`config.mk`:
```
export PLATFORM = sky130hd
export DESIGN_NAME = wdt_control
export DESIGN_NICKNAME = d
export VERILOG_FILES = /design/src/shared/wdt_pkg.sv /design/src/design/wdt_control.sv
export SDC_FILE = /design/constraint.sdc
export NUM_CORES = 1
export LEC_CHECK = 0
export BUFFER_PORTS_ARGS = -buffer_cell sky130_fd_sc_hd__buf_2
export CELL_PAD_IN_SITES_DETAIL_PLACEMENT = 0
export CELL_PAD_IN_SITES_GLOBAL_PLACEMENT = 2
export CORE_MARGIN = 4
export CORE_UTILIZATION = 32
export CTS_CLUSTER_DIAMETER = 80
export CTS_CLUSTER_SIZE = 30
export DETAILED_ROUTE_END_ITERATION = 6
export GPL_TIMING_DRIVEN = 0
export PLACE_DENSITY_LB_ADDON = 0.1
export SYNTH_ARGS = -nofsm -noshare
export SYNTH_HDL_FRONTEND = slang
export SYNTH_SLANG_ARGS = --single-unit
```
`constraint.sdc`:
```
create_clock -name i_clk -period 2.4 [get_ports i_clk]
set_clock_uncertainty 0.15 [all_clocks]
set_input_delay 0.24 -clock i_clk [delete_from_list [all_inputs] [get_ports i_clk]]
set_output_delay 0.24 -clock i_clk [all_outputs]
set_load 0.1 [all_outputs]
```
`src/shared/wdt_pkg.sv`:
```
// package of constants and types for the watchdog timer control block
// Summary of operation
// - Writing 0xA5 to the control register enables the watchdog if it is idle and reloads its counter.
// - The watchdog stops only when 0xDE is followed by 0xAD within four system clocks; other timing leaves it running.
// - Writing 0xFF locks out the disable sequence until the next reset.
// - Bit 4 of a control register read shows whether the watchdog is running.
// - A write with bit 7 clear updates the 3-bit timeout interval in bits 2 to 0.
// - A control register read returns the programmed interval in its low three bits.
// - After reset the interval field reads back as binary 111.
package wdt_pkg;
  localparam logic [7:0] WDT_CONTROL_ADDR   = 8'hFF;
  localparam logic [7:0] WDT_KEY_RELOAD     = 8'hA5;
  localparam logic [7:0] WDT_KEY_DIS_FIRST  = 8'hDE;
  localparam logic [7:0] WDT_KEY_DIS_SECOND = 8'hAD;
  localparam logic [7:0] WDT_KEY_LOCK       = 8'hFF;
  localparam int         WDT_DIS_WINDOW     = 4;
  localparam logic [2:0] WDT_DIS_WIN_CNT    = 3'h4;
  localparam int         WDT_STATUS_BIT     = 4;
  localparam int         WDT_SELECT_BIT     = 7;
  localparam logic [2:0] WDT_INTERVAL_RESET = 3'h7;
  localparam logic       WDT_ACTIVE_RESET   = 1'b0;
  localparam int         WDT_CNT_W          = 21;

  typedef struct packed {
    logic       wr;
    logic       rd;
    logic [7:0] addr;
    logic [7:0] wdata;
  } wdt_sfr_req_type;
endpackage

```
`src/design/wdt_control.sv`:
```
// watchdog timer with its control register on the special function register bus
`timescale 1ns/10ps
module wdt_control
  import wdt_pkg::*;
(
  input  wire logic            i_clk,
  input  wire logic            i_reset,
  input  wire wdt_sfr_req_type i_sfr,
  output logic [7:0]           o_rdata,
  output logic                 o_rdata_valid,
  output logic                 o_wdt_reset
);
  logic                 hit_wr;
  logic                 hit_rd;
  logic                 active_q;
  logic                 lock_q;
  logic [2:0]           interval_q;
  logic [2:0]           dis_win_q;
  logic [WDT_CNT_W-1:0] count_q;
  logic [WDT_CNT_W-1:0] limit;
  logic                 key_reload;
  logic                 key_disable;
  logic                 expire;
  logic [7:0]           wr_quiet_q;

  assign hit_wr = i_sfr.wr && (i_sfr.addr == WDT_CONTROL_ADDR);
  assign hit_rd = i_sfr.rd && (i_sfr.addr == WDT_CONTROL_ADDR);
  assign key_reload = hit_wr && (i_sfr.wdata == WDT_KEY_RELOAD);
  // second key must land while the window from the first is still open
  assign key_disable = hit_wr && (i_sfr.wdata == WDT_KEY_DIS_SECOND) && (dis_win_q != 3'h0) && !lock_q;
  // timeout length 4^(3+interval) = 2^(6+2*interval)
  assign limit = WDT_CNT_W'(1) << (6 + 2 * int'(interval_q));
  assign expire = active_q && (count_q == limit - WDT_CNT_W'(1));

  // disable window: opened by the first key, counts down each clock
  always_ff @(posedge i_clk or posedge i_reset) begin
    if (i_reset) begin
      dis_win_q <= 3'h0;
    end else if (hit_wr && (i_sfr.wdata == WDT_KEY_DIS_FIRST)) begin
      dis_win_q <= WDT_DIS_WIN_CNT;
    end else if (dis_win_q != 3'h0) begin
      dis_win_q <= dis_win_q - 3'h1;
    end
  end

  always_ff @(posedge i_clk or posedge i_reset) begin
    if (i_reset) begin
      lock_q <= 1'b0;
    end else if (hit_wr && (i_sfr.wdata == WDT_KEY_LOCK)) begin
      lock_q <= 1'b1;
    end
  end

  always_ff @(posedge i_clk or posedge i_reset) begin
    if (i_reset) begin
      active_q <= WDT_ACTIVE_RESET;
    end else if (key_reload) begin
      active_q <= 1'b1;
    end else if (key_disable) begin
      active_q <= 1'b0;
    end
  end

  always_ff @(posedge i_clk or posedge i_reset) begin
    if (i_reset) begin
      interval_q <= WDT_INTERVAL_RESET;
    end else if (hit_wr && !i_sfr.wdata[WDT_SELECT_BIT]) begin
      interval_q <= i_sfr.wdata[2:0];
    end
  end

  // counter restarts on every reload so a late kick still gets a full period
  always_ff @(posedge i_clk or posedge i_reset) begin
    if (i_reset) begin
      count_q <= '0;
    end else if (key_reload || !active_q || expire) begin
      count_q <= '0;
    end else begin
      count_q <= count_q + WDT_CNT_W'(1);
    end
  end

  // reset pulse is registered; the system reset it triggers clears this block
  always_ff @(posedge i_clk or posedge i_reset) begin
    if (i_reset) begin
      o_wdt_reset <= 1'b0;
    end else begin
      o_wdt_reset <= expire && !key_reload;
    end
  end

  always_ff @(posedge i_clk or posedge i_reset) begin
    if (i_reset) begin
      o_rdata       <= 8'h00;
      o_rdata_valid <= 1'b0;
    end else begin
      o_rdata_valid <= hit_rd;
      if (hit_rd) begin
        o_rdata <= {3'h0, active_q, 1'b0, interval_q};
      end
    end
  end

  // quiet-time count feeds only the timeout check below; saturates so it never wraps
  always_ff @(posedge i_clk or posedge i_reset) begin
    if (i_reset) begin
      wr_quiet_q <= 8'h00;
    end else if (hit_wr) begin
      wr_quiet_q <= 8'h00;
    end else if (wr_quiet_q != 8'hFF) begin
      wr_quiet_q <= wr_quiet_q + 8'h01;
    end
  end

  a_lock_holds: assert property (@(posedge i_clk) disable iff (i_reset)
      lock_q
      |=> lock_q)
    else $error("lock released before reset");

  a_lock_sets: assert property (@(posedge i_clk) disable iff (i_reset)
      hit_wr && i_sfr.wdata == WDT_KEY_LOCK
      |=> lock_q)
    else $error("lock key did not lock");

  a_lock_blocks: assert property (@(posedge i_clk) disable iff (i_reset)
      lock_q && hit_wr && i_sfr.wdata == WDT_KEY_DIS_SECOND && active_q
      |=> active_q)
    else $error("disable taken while locked");

  a_lock_no_enable: assert property (@(posedge i_clk) disable iff (i_reset)
      hit_wr && i_sfr.wdata == WDT_KEY_LOCK && !active_q
      |=> !active_q)
    else $error("lock key started the watchdog");

  a_window_open: assert property (@(posedge i_clk) disable iff (i_reset)
      hit_wr && i_sfr.wdata == WDT_KEY_DIS_FIRST
      |=> dis_win_q == WDT_DIS_WIN_CNT)
    else $error("first disable key did not open the window");

  // a second key one clock too late must be ignored
  a_late_second: assert property (@(posedge i_clk) disable iff (i_reset)
      (hit_wr && i_sfr.wdata == WDT_KEY_DIS_FIRST)
      ##1 (!(hit_wr && i_sfr.wdata == WDT_KEY_DIS_FIRST))[*4]
      ##1 (hit_wr && i_sfr.wdata == WDT_KEY_DIS_SECOND && active_q)
      |=> active_q)
    else $error("late disable key stopped the watchdog");

  a_window_edge: assert property (@(posedge i_clk) disable iff (i_reset)
      (hit_wr && i_sfr.wdata == WDT_KEY_DIS_FIRST)
      ##4 (hit_wr && i_sfr.wdata == WDT_KEY_DIS_SECOND && !lock_q)
      |=> !active_q)
    else $error("disable key on the last window clock was ignored");

  a_disable_stops: assert property (@(posedge i_clk) disable iff (i_reset)
      key_disable && !key_reload
      |=> !active_q)
    else $error("timely disable did not stop the watchdog");

  a_reload_starts: assert property (@(posedge i_clk) disable iff (i_reset)
      key_reload
      |=> active_q && count_q == 0)
    else $error("reload key did not start the watchdog");

  a_reload_kick: assert property (@(posedge i_clk) disable iff (i_reset)
      key_reload
      |=> !o_wdt_reset)
    else $error("reset pulse despite a reload");

  a_status_read: assert property (@(posedge i_clk) disable iff (i_reset)
      hit_rd
      |=> o_rdata_valid && o_rdata[WDT_STATUS_BIT] == $past(active_q))
    else $error("status bit wrong on read");

  a_rdata_fixed: assert property (@(posedge i_clk) disable iff (i_reset)
      o_rdata_valid
      |-> o_rdata[7:5] == 3'h0 && !o_rdata[3])
    else $error("unused read bits not zero");

  a_valid_source: assert property (@(posedge i_clk) disable iff (i_reset)
      o_rdata_valid
      |-> $past(hit_rd))
    else $error("read valid without a read");

  a_interval_read: assert property (@(posedge i_clk) disable iff (i_reset)
      hit_rd
      |=> o_rdata[2:0] == $past(interval_q))
    else $error("interval wrong on read");

  a_rdata_hold: assert property (@(posedge i_clk) disable iff (i_reset)
      !hit_rd
      |=> $stable(o_rdata))
    else $error("read data changed without a read");

  a_interval_write: assert property (@(posedge i_clk) disable iff (i_reset)
      hit_wr && !i_sfr.wdata[WDT_SELECT_BIT]
      |=> interval_q == $past(i_sfr.wdata[2:0]))
    else $error("interval not updated");

  a_interval_keep: assert property (@(posedge i_clk) disable iff (i_reset)
      !(hit_wr && !i_sfr.wdata[WDT_SELECT_BIT])
      |=> $stable(interval_q))
    else $error("interval changed without a write");

  // only interval 0 is checked; longer intervals are too slow to reach in a short run
  a_expire_reset: assert property (@(posedge i_clk) disable iff (i_reset)
      key_reload && interval_q == 3'h0
      |-> ##64 !o_wdt_reset
      ##1 (o_wdt_reset || wr_quiet_q < 8'h40))
    else $error("timeout pulse not sixty-four clocks after reload");

  a_reset_cause: assert property (@(posedge i_clk) disable iff (i_reset)
      o_wdt_reset
      |-> $past(active_q))
    else $error("watchdog reset while inactive");

  a_pulse_single: assert property (@(posedge i_clk) disable iff (i_reset)
      o_wdt_reset
      |=> !o_wdt_reset)
    else $error("watchdog reset longer than one clock");

  a_idle_quiet: assert property (@(posedge i_clk) disable iff (i_reset)
      !active_q
      |=> !o_wdt_reset)
    else $error("reset pulse from an idle watchdog");
endmodule

```
==> Word-level counts from Yosys, hierarchy flattened <==
Index checks and enable logic that the tools add are counted.
{ "op_classes": {"n_addsub": 4, "n_eq_ne": 6, "shift": 1, "mux": 5, "reduce_logical": 20} }
{ "op_table": {"columns": ["cell", "n"], "rows": [
  ["8-bit equality test (second input constant)", 5],
  ["21-bit by 1-bit adder with 21-bit output (second input constant)", 1],
  ["21-bit equality test", 1],
  ["21-bit two-way mux", 1],
  ["1-bit by 5-bit left shift with 21-bit output (first input constant)", 1],
  ["21-bit by 1-bit subtractor with 21-bit output (second input constant)", 1],
  ["1-bit logical AND", 11],
  ["3-bit two-way mux", 2],
  ["3-bit by 4-bit adder with 5-bit output (first input constant)", 1],
  ["1-bit logical NOT", 4],
  ["2-bit nonzero test", 2],
  ["3-bit nonzero test", 1],
  ["3-bit by 1-bit subtractor with 3-bit output (second input constant)", 1],
  ["1-bit logical OR", 2],
  ["1-bit two-way mux", 2]
]} }
{ "word_totals": {"reg_bits": 35, "inputBits": 20, "out_inout_bits": 10, "word_cells": 44} }

==> Depth between registers and ports, before layout <==
Gate-level depths: netlist of the first run.
{ "depth": {"word_depth": 7, "mapped_depth": 10, "ltp_nobuf": 7} }

==> Worst setup path before layout of the first run <==
Ideal clock, no wire load.
{ "synth_path": {"path_kind": "register -> register", "from": "reg interval_q[2]", "to": "reg count_q[16]", "setup_time_ps": 119, "t_arrival_ps": 1993, "slack_ps": 137, "path_stages_with_launch": 9, "n_path_buf": 2, "cell_sequence": "dfstp_2 -> buf_4 -> or4b_1 -> o311ai_1 -> a31oi_1 -> a2111oi_2 -> a41o_1 -> buf_6 -> nor2_2"} }
{ "synth_between": {"elab_chain_cells": 7} }
{ "synth_lines": {"columns": ["element", "line_no", "rtl"], "rows": [
  ["start, declared", "wdt_control.sv:17", "logic [2:0] interval_q;"],
  ["start signal, assigned", "wdt_control.sv:68", "interval_q <= i_sfr.wdata[2:0];"],
  ["3-bit by 4-bit adder with 5-bit output", "wdt_control.sv:32", "assign limit = WDT_CNT_W'(1) << (6 + 2 * int'(interval_q));"],
  ["1-bit by 5-bit left shift with 21-bit output", "wdt_control.sv:32", null],
  ["21-bit by 1-bit subtractor with 21-bit output", "wdt_control.sv:33", "assign expire = active_q && (count_q == limit - WDT_CNT_W'(1));"],
  ["21-bit equality test", "wdt_control.sv:33", null],
  ["1-bit logical AND", "wdt_control.sv:33", null],
  ["1-bit logical OR", "wdt_control.sv:76", "end else if (key_reload || !active_q || expire) begin"],
  ["21-bit two-way mux", "wdt_control.sv:76", null],
  ["end signal, assigned", "wdt_control.sv:79", "count_q <= count_q + WDT_CNT_W'(1);"],
  ["end, declared", "wdt_control.sv:19", "logic [WDT_CNT_W-1:0] count_q;"]
]} }
Every way passes these cells.
A chain may end at the register's enable or synchronous reset.

==> Final worst setup path of the first run <==
{ "layout_path": {"from": "reg interval_q[2]", "to": "reg count_q[17]"} }
The elaborated chain is that of the path after synthesis.

==> summary.json, run 1 <==
{
  "list_of_cells_traversed_by_the_critical_path": "buf_6, or4b_1, o311ai_1, a31oi_1, a2111oi_2, a41o_1, buf_6, nor2_2",
  "sequential_cell_area_fraction_in_the_yosys_report_pct": 40.6,
  "post_route_clock_period_utilization_pct": 98.7,
  "route.vias.total": 1777,
  "final-hold-violation-count": 0,
  "layout_common_cells": "32 x dfrtp_1, 29 x nor2_1, 26 x buf_2",
  "postSynth.topFlopCell": "dfrtp_1",
  "gp_congestion": 0.817,
  "post_synth_inst_count": 240,
  "most_common_cell_after_layout_fill_and_taps_aside": "dfrtp_1",
  "power_density_nw_per_um2": 594,
  "clkSlewWorstSetupHoldPaths_ns": 0.07,
  "floorplan.die_area_um2": 8160,
  "syn-cell-area_um2": 2170,
  "std_cell_rows": 29,
  "synth.avg_cell_area_um2": 9.03,
  "hpwlAfterDp_mm": 3.92,
  "routed_wl_mm": 5.34,
  "cpPeakStageDelay_ns": 0.53,
  "leakagePower_nw": 1.11,
  "final_core_area_utilization_pct": 40.0,
  "final_max_slew_viol_count": 0,
  "area_occupied_by_multi_input_gates_um2": 1150,
  "worstHoldPathType": "input port to register",
  "clock_latency_ns": 0.29,
  "layout-drive-gt1-share_pct": 25.9,
  "crit_path_end_kind": "register",
  "area_growth_syn_to_layout_pct": 19.1,
  "dpl_worst_slack_ns": -0.139,
  "ff_latch_area_um2": 880,
  "drt-wirelength-per-cell_um": 15.0,
  "global_route.overflow_total": 0,
  "detail_route.first_pass.iterations": 4,
  "path_class": "register to register",
  "grt_first_pass_wirelength_mm": 9.39,
  "route.detailed.vias_per_inst": 5.01,
  "worst-endpoint-required_ns": 2.43,
  "synth-edff-count": 0,
  "postRouteAntennaNets": 0,
  "yosysWarningCount": 0,
  "hold_ws_ns": 0.0289,
  "achievable-frequency_mhz": 422,
  "cts_tree": "built",
  "grt_pass1_vias": 1811,
  "core-area_um2": 6460,
  "gr-usage-all-layers_pct": 14.3,
  "io-pin-count": 30,
  "crit_path_start_kind": "register",
  "max-clock-path-buffers": 2,
  "grt_start_max_net_pins": 36,
  "ys_seq_elements": 35,
  "period_minus_slack_ns": 2.37,
  "num_antenna_cells": 0,
  "crit_path_frequent_cell": "buf_6",
  "finalNonFillerCells": 355,
  "cell_count_after_placement": 346,
  "worst_slack_ns": 0.0315,
  "cts_made_buffers": 5,
  "nFillCells": 666,
  "chipHeight_um": 90.3,
  "timing_worst_slew_pin_value_ns": 0.739,
  "timing.critical_path.arrival_ns": 2.40,
  "num-nets-final": 301,
  "timing.max_slew.rel_slack_pct": 50.7,
  "detailedRoute.firstIterationViolations": 86,
  "critical_path.slowest_cell": "dfstp_2",
  "ir_drop_mv": 0.405,
  "grt_antenna_before_repair": 0,
  "cts_root_buf": "clkbuf_8",
  "postSynth.asyncResetShare_pct": 100,
  "max_cap_violations": 0,
  "setup_violations": 0,
  "numClockSinks": 35,
  "initial_core_util_pct": 33.6,
  "synthDistinctLibCells": 50,
  "cts.htree.levels": 2,
  "count_of_unresolved_drc_violations_after_routing": 0,
  "outcome": "complete, no violations",
  "cp_max_fo": 10,
  "port-buffer-count": 25,
  "die_w_um": 90.3,
  "setup_repair_after_global_routing_missed_its_margin": "yes"
}
cell families after synthesis:
kind of cell | after synthesis | share of synthesized area [%]
simple gates | 106 | 26.0
flops | 35 | 40.6
compound gates | 32 | 11.0
buf+inv | 32 | 7.50
xor+xnor | 24 | 9.69
mux | 5 | 2.60
fa+ha+maj | 4 | 2.31
other cells | 2 | 0.346
path summary, 6_finish.rpt:
kind	endpoint	from	slack [ns]	depth (start not counted)
max	count_q[17]	interval_q[2]	0.03	8
min in group asynchronous	o_wdt_reset	i_reset	0.47	3
max in group asynchronous	count_q[9]	i_reset	1.16	3
min	interval_q[2]	i_sfr[2]	0.03	3
max reg2reg	count_q[17]	interval_q[2]	0.03	8
min reg2reg	lock_q	lock_q	0.34	1
final cells by class:
cell class / count / area share (%)
clock buffer: 6 / 2.81
buffer: 20 / 5.47
sequential: 35 / 34.1
inverter: 12 / 1.74
multi-input combinational: 177 / 44.6
clock inverter: 2 / 2.33
tap: 77 / 3.73
timing repair buffer: 26 / 5.23
layer usage:
layer	wire length, um	track usage, %
met5	0	0
met4	67	4.08
met3	251	3.58
met2	2370	22.2
met1	2660	19.7
worst max-delay path, delay by kind of cell, from the launching register on:
family	cells	cell delay (ns)
AO/OA/AOI/OAI	4	0.80
flip-flops	1	0.53
buffers and inverters	2	0.31
AND/OR/NAND/NOR	2	0.49
where the power goes:
group | total, W | switching, W | internal, W
clock | 0.000635 | 0.000220 | 0.000415
combinational | 0.000256 | 0.000154 | 0.000102
sequential | 0.000642 | 0.0000184 | 0.000624
cells in the mapped netlist, drive strengths merged, types with 4 or more instances:
master / count / share of area (%)
a21oi: 5 / 1.2
clkbuf: 7 / 1.3
nor3: 6 / 1.4
dfrtp: 32 / 37
xnor2: 12 / 4.8
mux2: 5 / 2.6
xor2: 12 / 4.8
nand2: 13 / 2.3
nand4: 12 / 3.5
inv: 12 / 2.1
nor2: 39 / 7.9
o21ai: 4 / 0.92
buf: 13 / 4.2
nand3: 8 / 1.8
ha: 4 / 2.3
or3: 5 / 1.4
what timing repair did:
action	in CTS	in global routing
setup buffers	0	0
hold buffers	1	0
pin swaps	2	0
setup endpoints to repair	20	20
resized for setup	5	5
endpoints found under the hold margin	32	0
state kept, by name (all words and copies together), names as in the netlist:
| signal | count |
|---|---|
| count_q | 21 |
| o_rdata | 4 |
| dis_win_q | 3 |
| interval_q | 3 |
| active_q | 1 |
| lock_q | 1 |
| o_rdata_valid | 1 |
| o_wdt_reset | 1 |
stage by stage:
step	setup TNS (ns)	power, W	area, um2
CTS	-0.00413	0.00156	2560
floorplan	0	0.000851	2180
global placement	-2.59	0.000903	2400
global route	-1.97	0.00162	2580
detailed placement	-2.41	0.000905	2400
finish	0	0.00153	2580
(Power assumes the default switching activity.)
==> inputs of run 2 (changes only) <==
PLACE_DENSITY = 0.85   (was not set)
PLACE_DENSITY_LB_ADDON = not set   (was 0.1)
==> summary.json, run 2 (synthesis gave the netlist of run 1 again) <==
{
  "timing.max_slew.rel_slack": {"value": 49.1, "unit": "%", "change": "was 50.7%"},
  "cts_made_buffers": {"value": 5, "change": "unchanged"},
  "detail_route.first_pass.iterations": {"value": 4, "change": "unchanged"},
  "grt_start_max_net_pins": {"value": 36, "change": "unchanged"},
  "power_density": {"value": 506, "unit": "nW/um2", "change": "was 594 nW/um2"},
  "grt_first_pass_wirelength": {"value": 9.01, "unit": "mm", "change": "was 9.39 mm"},
  "layout_common_cells": {"value": "32 x dfrtp_1, 29 x nor2_1, 26 x buf_2", "change": "unchanged"},
  "largest-register": {"value": "count_q", "change": "unchanged"},
  "io-pin-count": {"value": 30, "change": "unchanged"},
  "count_of_unresolved_drc_violations_after_routing": {"value": 0, "change": "unchanged"},
  "ir_drop": {"value": 0.477, "unit": "mV", "change": "was 0.405 mV"},
  "nFillCells": {"value": 654, "change": "was 666"},
  "timing.critical_path.arrival": {"value": 2.44, "unit": "ns", "change": "was 2.40 ns"},
  "grt_antenna_before_repair": {"value": 0, "change": "unchanged"},
  "gp_congestion": {"value": 0.785, "change": "was 0.817"},
  "num-nets-final": {"value": 305, "change": "was 301"},
  "cts-hold-fix-buffers": {"value": 0, "change": "was 1"},
  "grt_pass1_vias": {"value": 1766, "change": "was 1811"},
  "worstHoldPathType": {"value": "input port to asynchronous set/reset pin", "change": "was input port to register"},
  "final_core_area_utilization": {"value": 41.0, "unit": "%", "change": "was 40.0%"},
  "core-area": {"value": 6460, "unit": "um2", "change": "unchanged"},
  "route.vias.total": {"value": 1847, "change": "was 1777"},
  "crit_path_end_kind": {"value": "register", "change": "unchanged"},
  "path_class": {"value": "register to register", "change": "unchanged"},
  "most_common_cell_after_layout_fill_and_taps_aside": {"value": "dfrtp_1", "change": "unchanged"},
  "cp_max_fo": {"value": 5, "change": "was 10"},
  "port-buffer-count": {"value": 25, "change": "unchanged"},
  "routed_wl": {"value": 5.45, "unit": "mm", "change": "was 5.34 mm"},
  "postRouteAntennaNets": {"value": 0, "change": "unchanged"},
  "largest_register_ffs": {"value": 21, "change": "unchanged"},
  "floorplan.die_area": {"value": 8160, "unit": "um2", "change": "unchanged"},
  "cts.htree.levels": {"value": 2, "change": "unchanged"},
  "std_cell_rows": {"value": 29, "change": "unchanged"},
  "post_route_clock_period_utilization": {"value": 100, "unit": "%", "change": "was 98.7%"},
  "num_antenna_cells": {"value": 0, "change": "unchanged"},
  "final_max_slew_viol_count": {"value": 0, "change": "unchanged"},
  "hpwlAfterDp": {"value": 3.72, "unit": "mm", "change": "was 3.92 mm"},
  "chipHeight": {"value": 90.3, "unit": "um", "change": "unchanged"},
  "hold_ws": {"value": -0.0740, "unit": "ns", "change": "was 0.0289 ns"},
  "final-hold-violation-count": {"value": 32, "change": "was 0"},
  "leakagePower": {"value": 1.13, "unit": "nW", "change": "was 1.11 nW"},
  "setup_total_negative_slack": {"value": -0.00859, "unit": "ns", "change": "was 0 ns"},
  "layout_top_registers": {"value": "count_q (21), o_rdata (4)", "change": "unchanged"},
  "setup_violations": {"value": 3, "change": "was 0"},
  "gr-usage-all-layers": {"value": 13.8, "unit": "%", "change": "was 14.3%"},
  "worst_slack": {"value": -0.00449, "unit": "ns", "change": "was 0.0315 ns"},
  "die_w": {"value": 90.3, "unit": "um", "change": "unchanged"},
  "drt-wirelength-per-cell": {"value": 15.2, "unit": "um", "change": "was 15.0 um"},
  "clkSlewWorstSetupHoldPaths": {"value": 0.07, "unit": "ns", "change": "about the same"},
  "layout-drive-gt1-share": {"value": 29.1, "unit": "%", "change": "was 25.9%"},
  "cts_tree": {"value": "built", "change": "unchanged"},
  "clock_latency": {"value": 0.29, "unit": "ns", "change": "about the same"},
  "max-clock-path-buffers": {"value": 2, "change": "unchanged"},
  "cts_root_buf": {"value": "clkbuf_8", "change": "unchanged"},
  "failed_checks": "hold timing, setup timing",
  "achievable-frequency": {"value": 416, "unit": "MHz", "change": "was 422 MHz"},
  "numClockSinks": {"value": 35, "change": "unchanged"},
  "global_route.overflow_total": {"value": 0, "change": "unchanged"},
  "period_minus_slack": {"value": 2.40, "unit": "ns", "change": "was 2.37 ns"},
  "setup_repair_after_global_routing_missed_its_margin": {"value": "yes", "change": "unchanged"},
  "timing_worst_slew_pin_value": {"value": 0.762, "unit": "ns", "change": "was 0.739 ns"},
  "initial_core_util": {"value": 33.6, "unit": "%", "change": "unchanged"},
  "crit_path_start_kind": {"value": "register", "change": "unchanged"},
  "max_cap_violations": {"value": 0, "change": "unchanged"},
  "area_growth_syn_to_layout": {"value": 22.0, "unit": "%", "change": "was 19.1%"},
  "outcome": {"value": "complete, but fails checks", "change": "was complete, no violations"},
  "route.detailed.vias_per_inst": {"value": 5.14, "change": "was 5.01"},
  "worst-endpoint-required": {"value": 2.44, "unit": "ns", "change": "was 2.43 ns"},
  "dpl_worst_slack": {"value": -0.109, "unit": "ns", "change": "was -0.139 ns"},
  "detailedRoute.firstIterationViolations": {"value": 128, "change": "was 86"}
}
## run 2: power by group
part | switching (W) | total [W] | internal (W) | leakage, nW
registers | 0.0000194 | 0.000643 | 0.000624 | 0.472
clock network | 0.000228 | 0.000431 | 0.000203 | 0.0412
logic | 0.000159 | 0.000265 | 0.000106 | 0.614
total | 0.000407 | 0.00134 | 0.000933 | 1.13
## run 2: layer usage
| metal | wire (um) | up-vias | global-route usage [%] |
|---|---|---|---|
| met4 | 67 | 0 | 3.83 |
| li1 | - | 908 | - |
| met3 | 277 | 6 | 2.75 |
| met2 | 2410 | 44 | 21.0 |
| met5 | 0 | - | 0 |
| met1 | 2700 | 889 | 19.9 |
## run 2: worst paths after layout
| kind | cells after the start | slack (ns) | to | start |
|---|---|---|---|---|
| worst max-delay path | 8 | -0.004 | count_q[18] | interval_q[2] |
| worst min-delay path | 2 | -0.07 | o_wdt_reset | i_reset |
| worst max register to register | 8 | -0.004 | count_q[18] | interval_q[2] |
| worst min register to register | 1 | 0.34 | lock_q | lock_q |
| max in group asynchronous | 2 | 1.69 | count_q[5] | i_reset |
| min in group i_clk | 3 | 0.03 | interval_q[2] | i_sfr[2] |
## run 2: what timing repair did
item | CTS | global route
setup endpoints to repair | 20 | 20
pin swaps | 3 | 3
gates cloned | 1 | 0
gates resized for setup | 10 | 11
setup buffers | 4 | 2
## run 2: metrics by stage
| step | instance area [um2] | std cells | power [W] |
|---|---|---|---|
| after floorplan | 2180 | 244 | 0.000851 |
| after global placement | 2400 | 346 | 0.000900 |
| after detailed placement | 2400 | 346 | 0.000906 |
| after CTS | 2590 | 358 | 0.00134 |
| after global routing | 2650 | 359 | 0.00142 |
| final | 2650 | 359 | 0.00134 |
## run 2: area by class of cell
| class | count | area, um2 | area share [%] |
|---|---|---|---|
| clock inverters | 2 | 12.5 | 0.473 |
| plain buffers | 18 | 119 | 4.49 |
| multi-input cells | 177 | 1210 | 45.6 |
| inverters | 12 | 45.0 | 1.70 |
| clock buffers | 6 | 72.6 | 2.74 |
| repair buffers | 32 | 214 | 8.09 |
| flip-flops and latches | 35 | 880 | 33.3 |
| well taps | 77 | 96.3 | 3.64 |
## run 2: worst max-delay path, cell delays in order, from the launching register on
cell and delay [ns]:
dfstp_2 0.60, or4b_4 0.50, o311ai_4 0.08, a31oi_2 0.14, a2111oi_4 0.23, a41o_2 0.31
buf_12 0.12, buf_16 0.12, nor2_2 0.04
==> inputs of run 3 (changes only) <==
RECOVER_POWER = 100   (was not set)
==> summary.json, run 3 (synthesis gave the netlist of run 1 again) <==
{
  "outcome": {"value": "complete, but fails checks", "change": "unchanged"},
  "failed_checks": {"value": "setup timing", "change": "was hold timing, setup timing"},
  "drt-wirelength-per-cell": {"value": 15.1, "unit": "um", "change": "was 15.2 um"},
  "die_w": {"value": 90.3, "unit": "um", "change": "unchanged"},
  "most_common_cell_after_layout_fill_and_taps_aside": {"value": "dfrtp_1", "change": "unchanged"},
  "max-clock-path-buffers": {"value": 2, "change": "unchanged"},
  "timing_worst_slew_pin_value": {"value": 1.36, "unit": "ns", "change": "was 0.762 ns"},
  "hold_ws": {"value": 0.0288, "unit": "ns", "change": "was -0.0740 ns"},
  "power_density": {"value": 508, "unit": "nW/um2", "change": "was 506 nW/um2"},
  "crit_path_end_kind": {"value": "register", "change": "unchanged"},
  "reg2reg_from": {"value": "interval_q[2]", "change": "unchanged"},
  "ff_latch_area": {"value": 880, "unit": "um2", "change": "unchanged"},
  "largest_register_ffs": {"value": 21, "change": "unchanged"},
  "leakagePower": {"value": 1.10, "unit": "nW", "change": "was 1.13 nW"},
  "period_minus_slack": {"value": 2.40, "unit": "ns", "change": "about the same"},
  "layout_common_cells": {"value": "32 x dfrtp_1, 29 x nor2_1, 19 x buf_2", "change": "was 32 x dfrtp_1, 29 x nor2_1, 26 x buf_2"},
  "final-hold-violation-count": {"value": 0, "change": "was 32"},
  "hpwlAfterDp": {"value": 3.72, "unit": "mm", "change": "unchanged"},
  "io-pin-count": {"value": 30, "change": "unchanged"},
  "max_cap_violations": {"value": 0, "change": "unchanged"},
  "achievable-frequency": {"value": 416, "unit": "MHz", "change": "about the same"},
  "initial_core_util": {"value": 33.6, "unit": "%", "change": "unchanged"},
  "use_met3": {"value": 2.75, "unit": "%", "change": "unchanged"},
  "cts_made_buffers": {"value": 5, "change": "unchanged"},
  "grt_pass1_vias": {"value": 1766, "change": "unchanged"},
  "route.vias.total": {"value": 1827, "change": "was 1847"},
  "setup_repair_after_global_routing_missed_its_margin": {"value": "yes", "change": "unchanged"},
  "grt_start_max_net_pins": {"value": 36, "change": "unchanged"},
  "worst_slack": {"value": -0.00408, "unit": "ns", "change": "was -0.00449 ns"},
  "cts.htree.levels": {"value": 2, "change": "unchanged"},
  "port-buffer-count": {"value": 25, "change": "unchanged"},
  "grt_antenna_before_repair": {"value": 0, "change": "unchanged"},
  "detail_route.first_pass.iterations": {"value": 4, "change": "unchanged"},
  "postRouteAntennaNets": {"value": 0, "change": "unchanged"},
  "area_growth_syn_to_layout": {"value": 21.6, "unit": "%", "change": "was 22.0%"},
  "global_route.overflow_total": {"value": 0, "change": "unchanged"},
  "nFillCells": {"value": 661, "change": "was 654"},
  "timing.max_slew.rel_slack": {"value": 8.99, "unit": "%", "change": "was 49.1%"},
  "count_of_unresolved_drc_violations_after_routing": {"value": 0, "change": "unchanged"},
  "setup_total_negative_slack": {"value": -0.00661, "unit": "ns", "change": "was -0.00859 ns"},
  "clkSlewWorstSetupHoldPaths": {"value": 0.07, "unit": "ns", "change": "about the same"},
  "hold_path_startpoint": "i_sfr[2]",
  "route.detailed.vias_per_inst": {"value": 5.09, "change": "was 5.14"},
  "path_class": {"value": "register to register", "change": "unchanged"},
  "routed_wl": {"value": 5.43, "unit": "mm", "change": "was 5.45 mm"},
  "final_max_slew_viol_count": {"value": 0, "change": "unchanged"},
  "finalNonFillerCells": {"value": 359, "change": "unchanged"},
  "chipHeight": {"value": 90.3, "unit": "um", "change": "unchanged"},
  "largest-register": {"value": "count_q", "change": "unchanged"},
  "area_occupied_by_multi_input_gates": {"value": 1210, "unit": "um2", "change": "unchanged"},
  "timing.critical_path.arrival": {"value": 2.44, "unit": "ns", "change": "about the same"},
  "core-area": {"value": 6460, "unit": "um2", "change": "unchanged"},
  "numClockSinks": {"value": 35, "change": "unchanged"},
  "setup_violations": {"value": 3, "change": "unchanged"},
  "setup.worst_path.start": {"value": "interval_q[2]", "change": "unchanged"},
  "cts_tree": {"value": "built", "change": "unchanged"},
  "worstHoldPathType": {"value": "input port to register", "change": "was input port to asynchronous set/reset pin"},
  "worst-endpoint-required": {"value": 2.44, "unit": "ns", "change": "about the same"},
  "grt_first_pass_wirelength": {"value": 9.01, "unit": "mm", "change": "unchanged"},
  "globalRouteMet2Util": {"value": 21.0, "unit": "%", "change": "unchanged"},
  "gp_congestion": {"value": 0.785, "change": "unchanged"},
  "grt_util_met1": {"value": 19.9, "unit": "%", "change": "unchanged"},
  "layout_top_registers": {"value": "count_q (21), o_rdata (4)", "change": "unchanged"},
  "clock_latency": {"value": 0.29, "unit": "ns", "change": "about the same"},
  "top_usage_layer": {"value": "met2", "change": "unchanged"},
  "num-nets-final": {"value": 305, "change": "unchanged"},
  "cp_max_fo": {"value": 5, "change": "unchanged"},
  "std_cell_rows": {"value": 29, "change": "unchanged"},
  "ir_drop": {"value": 0.477, "unit": "mV", "change": "about the same"},
  "post_route_clock_period_utilization": {"value": 100, "unit": "%", "change": "about the same"},
  "num_antenna_cells": {"value": 0, "change": "unchanged"},
  "layout-drive-gt1-share": {"value": 25.5, "unit": "%", "change": "was 29.1%"},
  "crit_path_start_kind": {"value": "register", "change": "unchanged"},
  "gr-usage-all-layers": {"value": 13.8, "unit": "%", "change": "unchanged"},
  "final_core_area_utilization": {"value": 40.8, "unit": "%", "change": "was 41.0%"},
  "cts_root_buf": {"value": "clkbuf_8", "change": "unchanged"},
  "floorplan.die_area": {"value": 8160, "unit": "um2", "change": "unchanged"},
  "detailedRoute.firstIterationViolations": {"value": 125, "change": "was 128"},
  "cell_count_after_placement": {"value": 346, "change": "unchanged"}
}
run 3: final timing paths:
path | to | slack [ns] | depth (start not counted)
max in group asynchronous | count_q[14] | 1.12 | 2
max | count_q[18] | -0.004 | 8
min | interval_q[2] | 0.03 | 3
min in group asynchronous | o_wdt_reset | 0.17 | 2
max reg2reg | count_q[18] | -0.004 | 8
min reg2reg | lock_q | 0.34 | 1
run 3: final cells by class:
type / count / area share, %
timing repair buffer: 32 / 7.78
inverter: 12 / 1.71
tap: 77 / 3.65
buffer: 18 / 4.51
clock inverter: 2 / 0.475
multi-input combinational: 177 / 45.8
sequential: 35 / 33.4
clock buffer: 6 / 2.75
run 3: where the power goes:
part | internal [W] | leakage (nW) | total [W] | switching (W)
registers | 0.000624 | 0.472 | 0.000643 | 0.0000194
logic | 0.000104 | 0.589 | 0.000263 | 0.000159
clock network | 0.000203 | 0.0412 | 0.000434 | 0.000231
run 3: timing repair:
action | CTS | global route
hold buffers | 0 | 0
buffers inserted | 4 | 2
hold endpoints to repair | 0 | 0
pin swaps | 3 | 3
gates resized for setup | 10 | 11
gates cloned | 1 | 0
endpoints found under the setup margin | 20 | 20
run 3: metrics by stage:
step           power, W  setup slack (ns)  area (um2)
3_3_place_gp   0.000900            -0.129        2400
5_1_grt         0.00142           -0.0831        2640
6_report        0.00134          -0.00408        2640
4_1_cts         0.00134           0.00576        2590
3_5_place_dp   0.000906            -0.109        2400
2_1_floorplan  0.000851             0.137        2180
run 3: routing by layer:
layer / vias to the layer above / routed length, um
li1: 906 / -
met1: 868 / 2660
met2: 47 / 2430
met3: 6 / 276
met4: 0 / 65
met5: - / 0
run 3: worst max-delay path: stages (launching register included):
cell and delay (ns):
dfstp_2 0.60, or4b_4 0.50, o311ai_4 0.08, a31oi_2 0.14, a2111oi_4 0.23, a41o_2 0.31, buf_12 0.12, buf_16 0.12
nor2_2 0.04
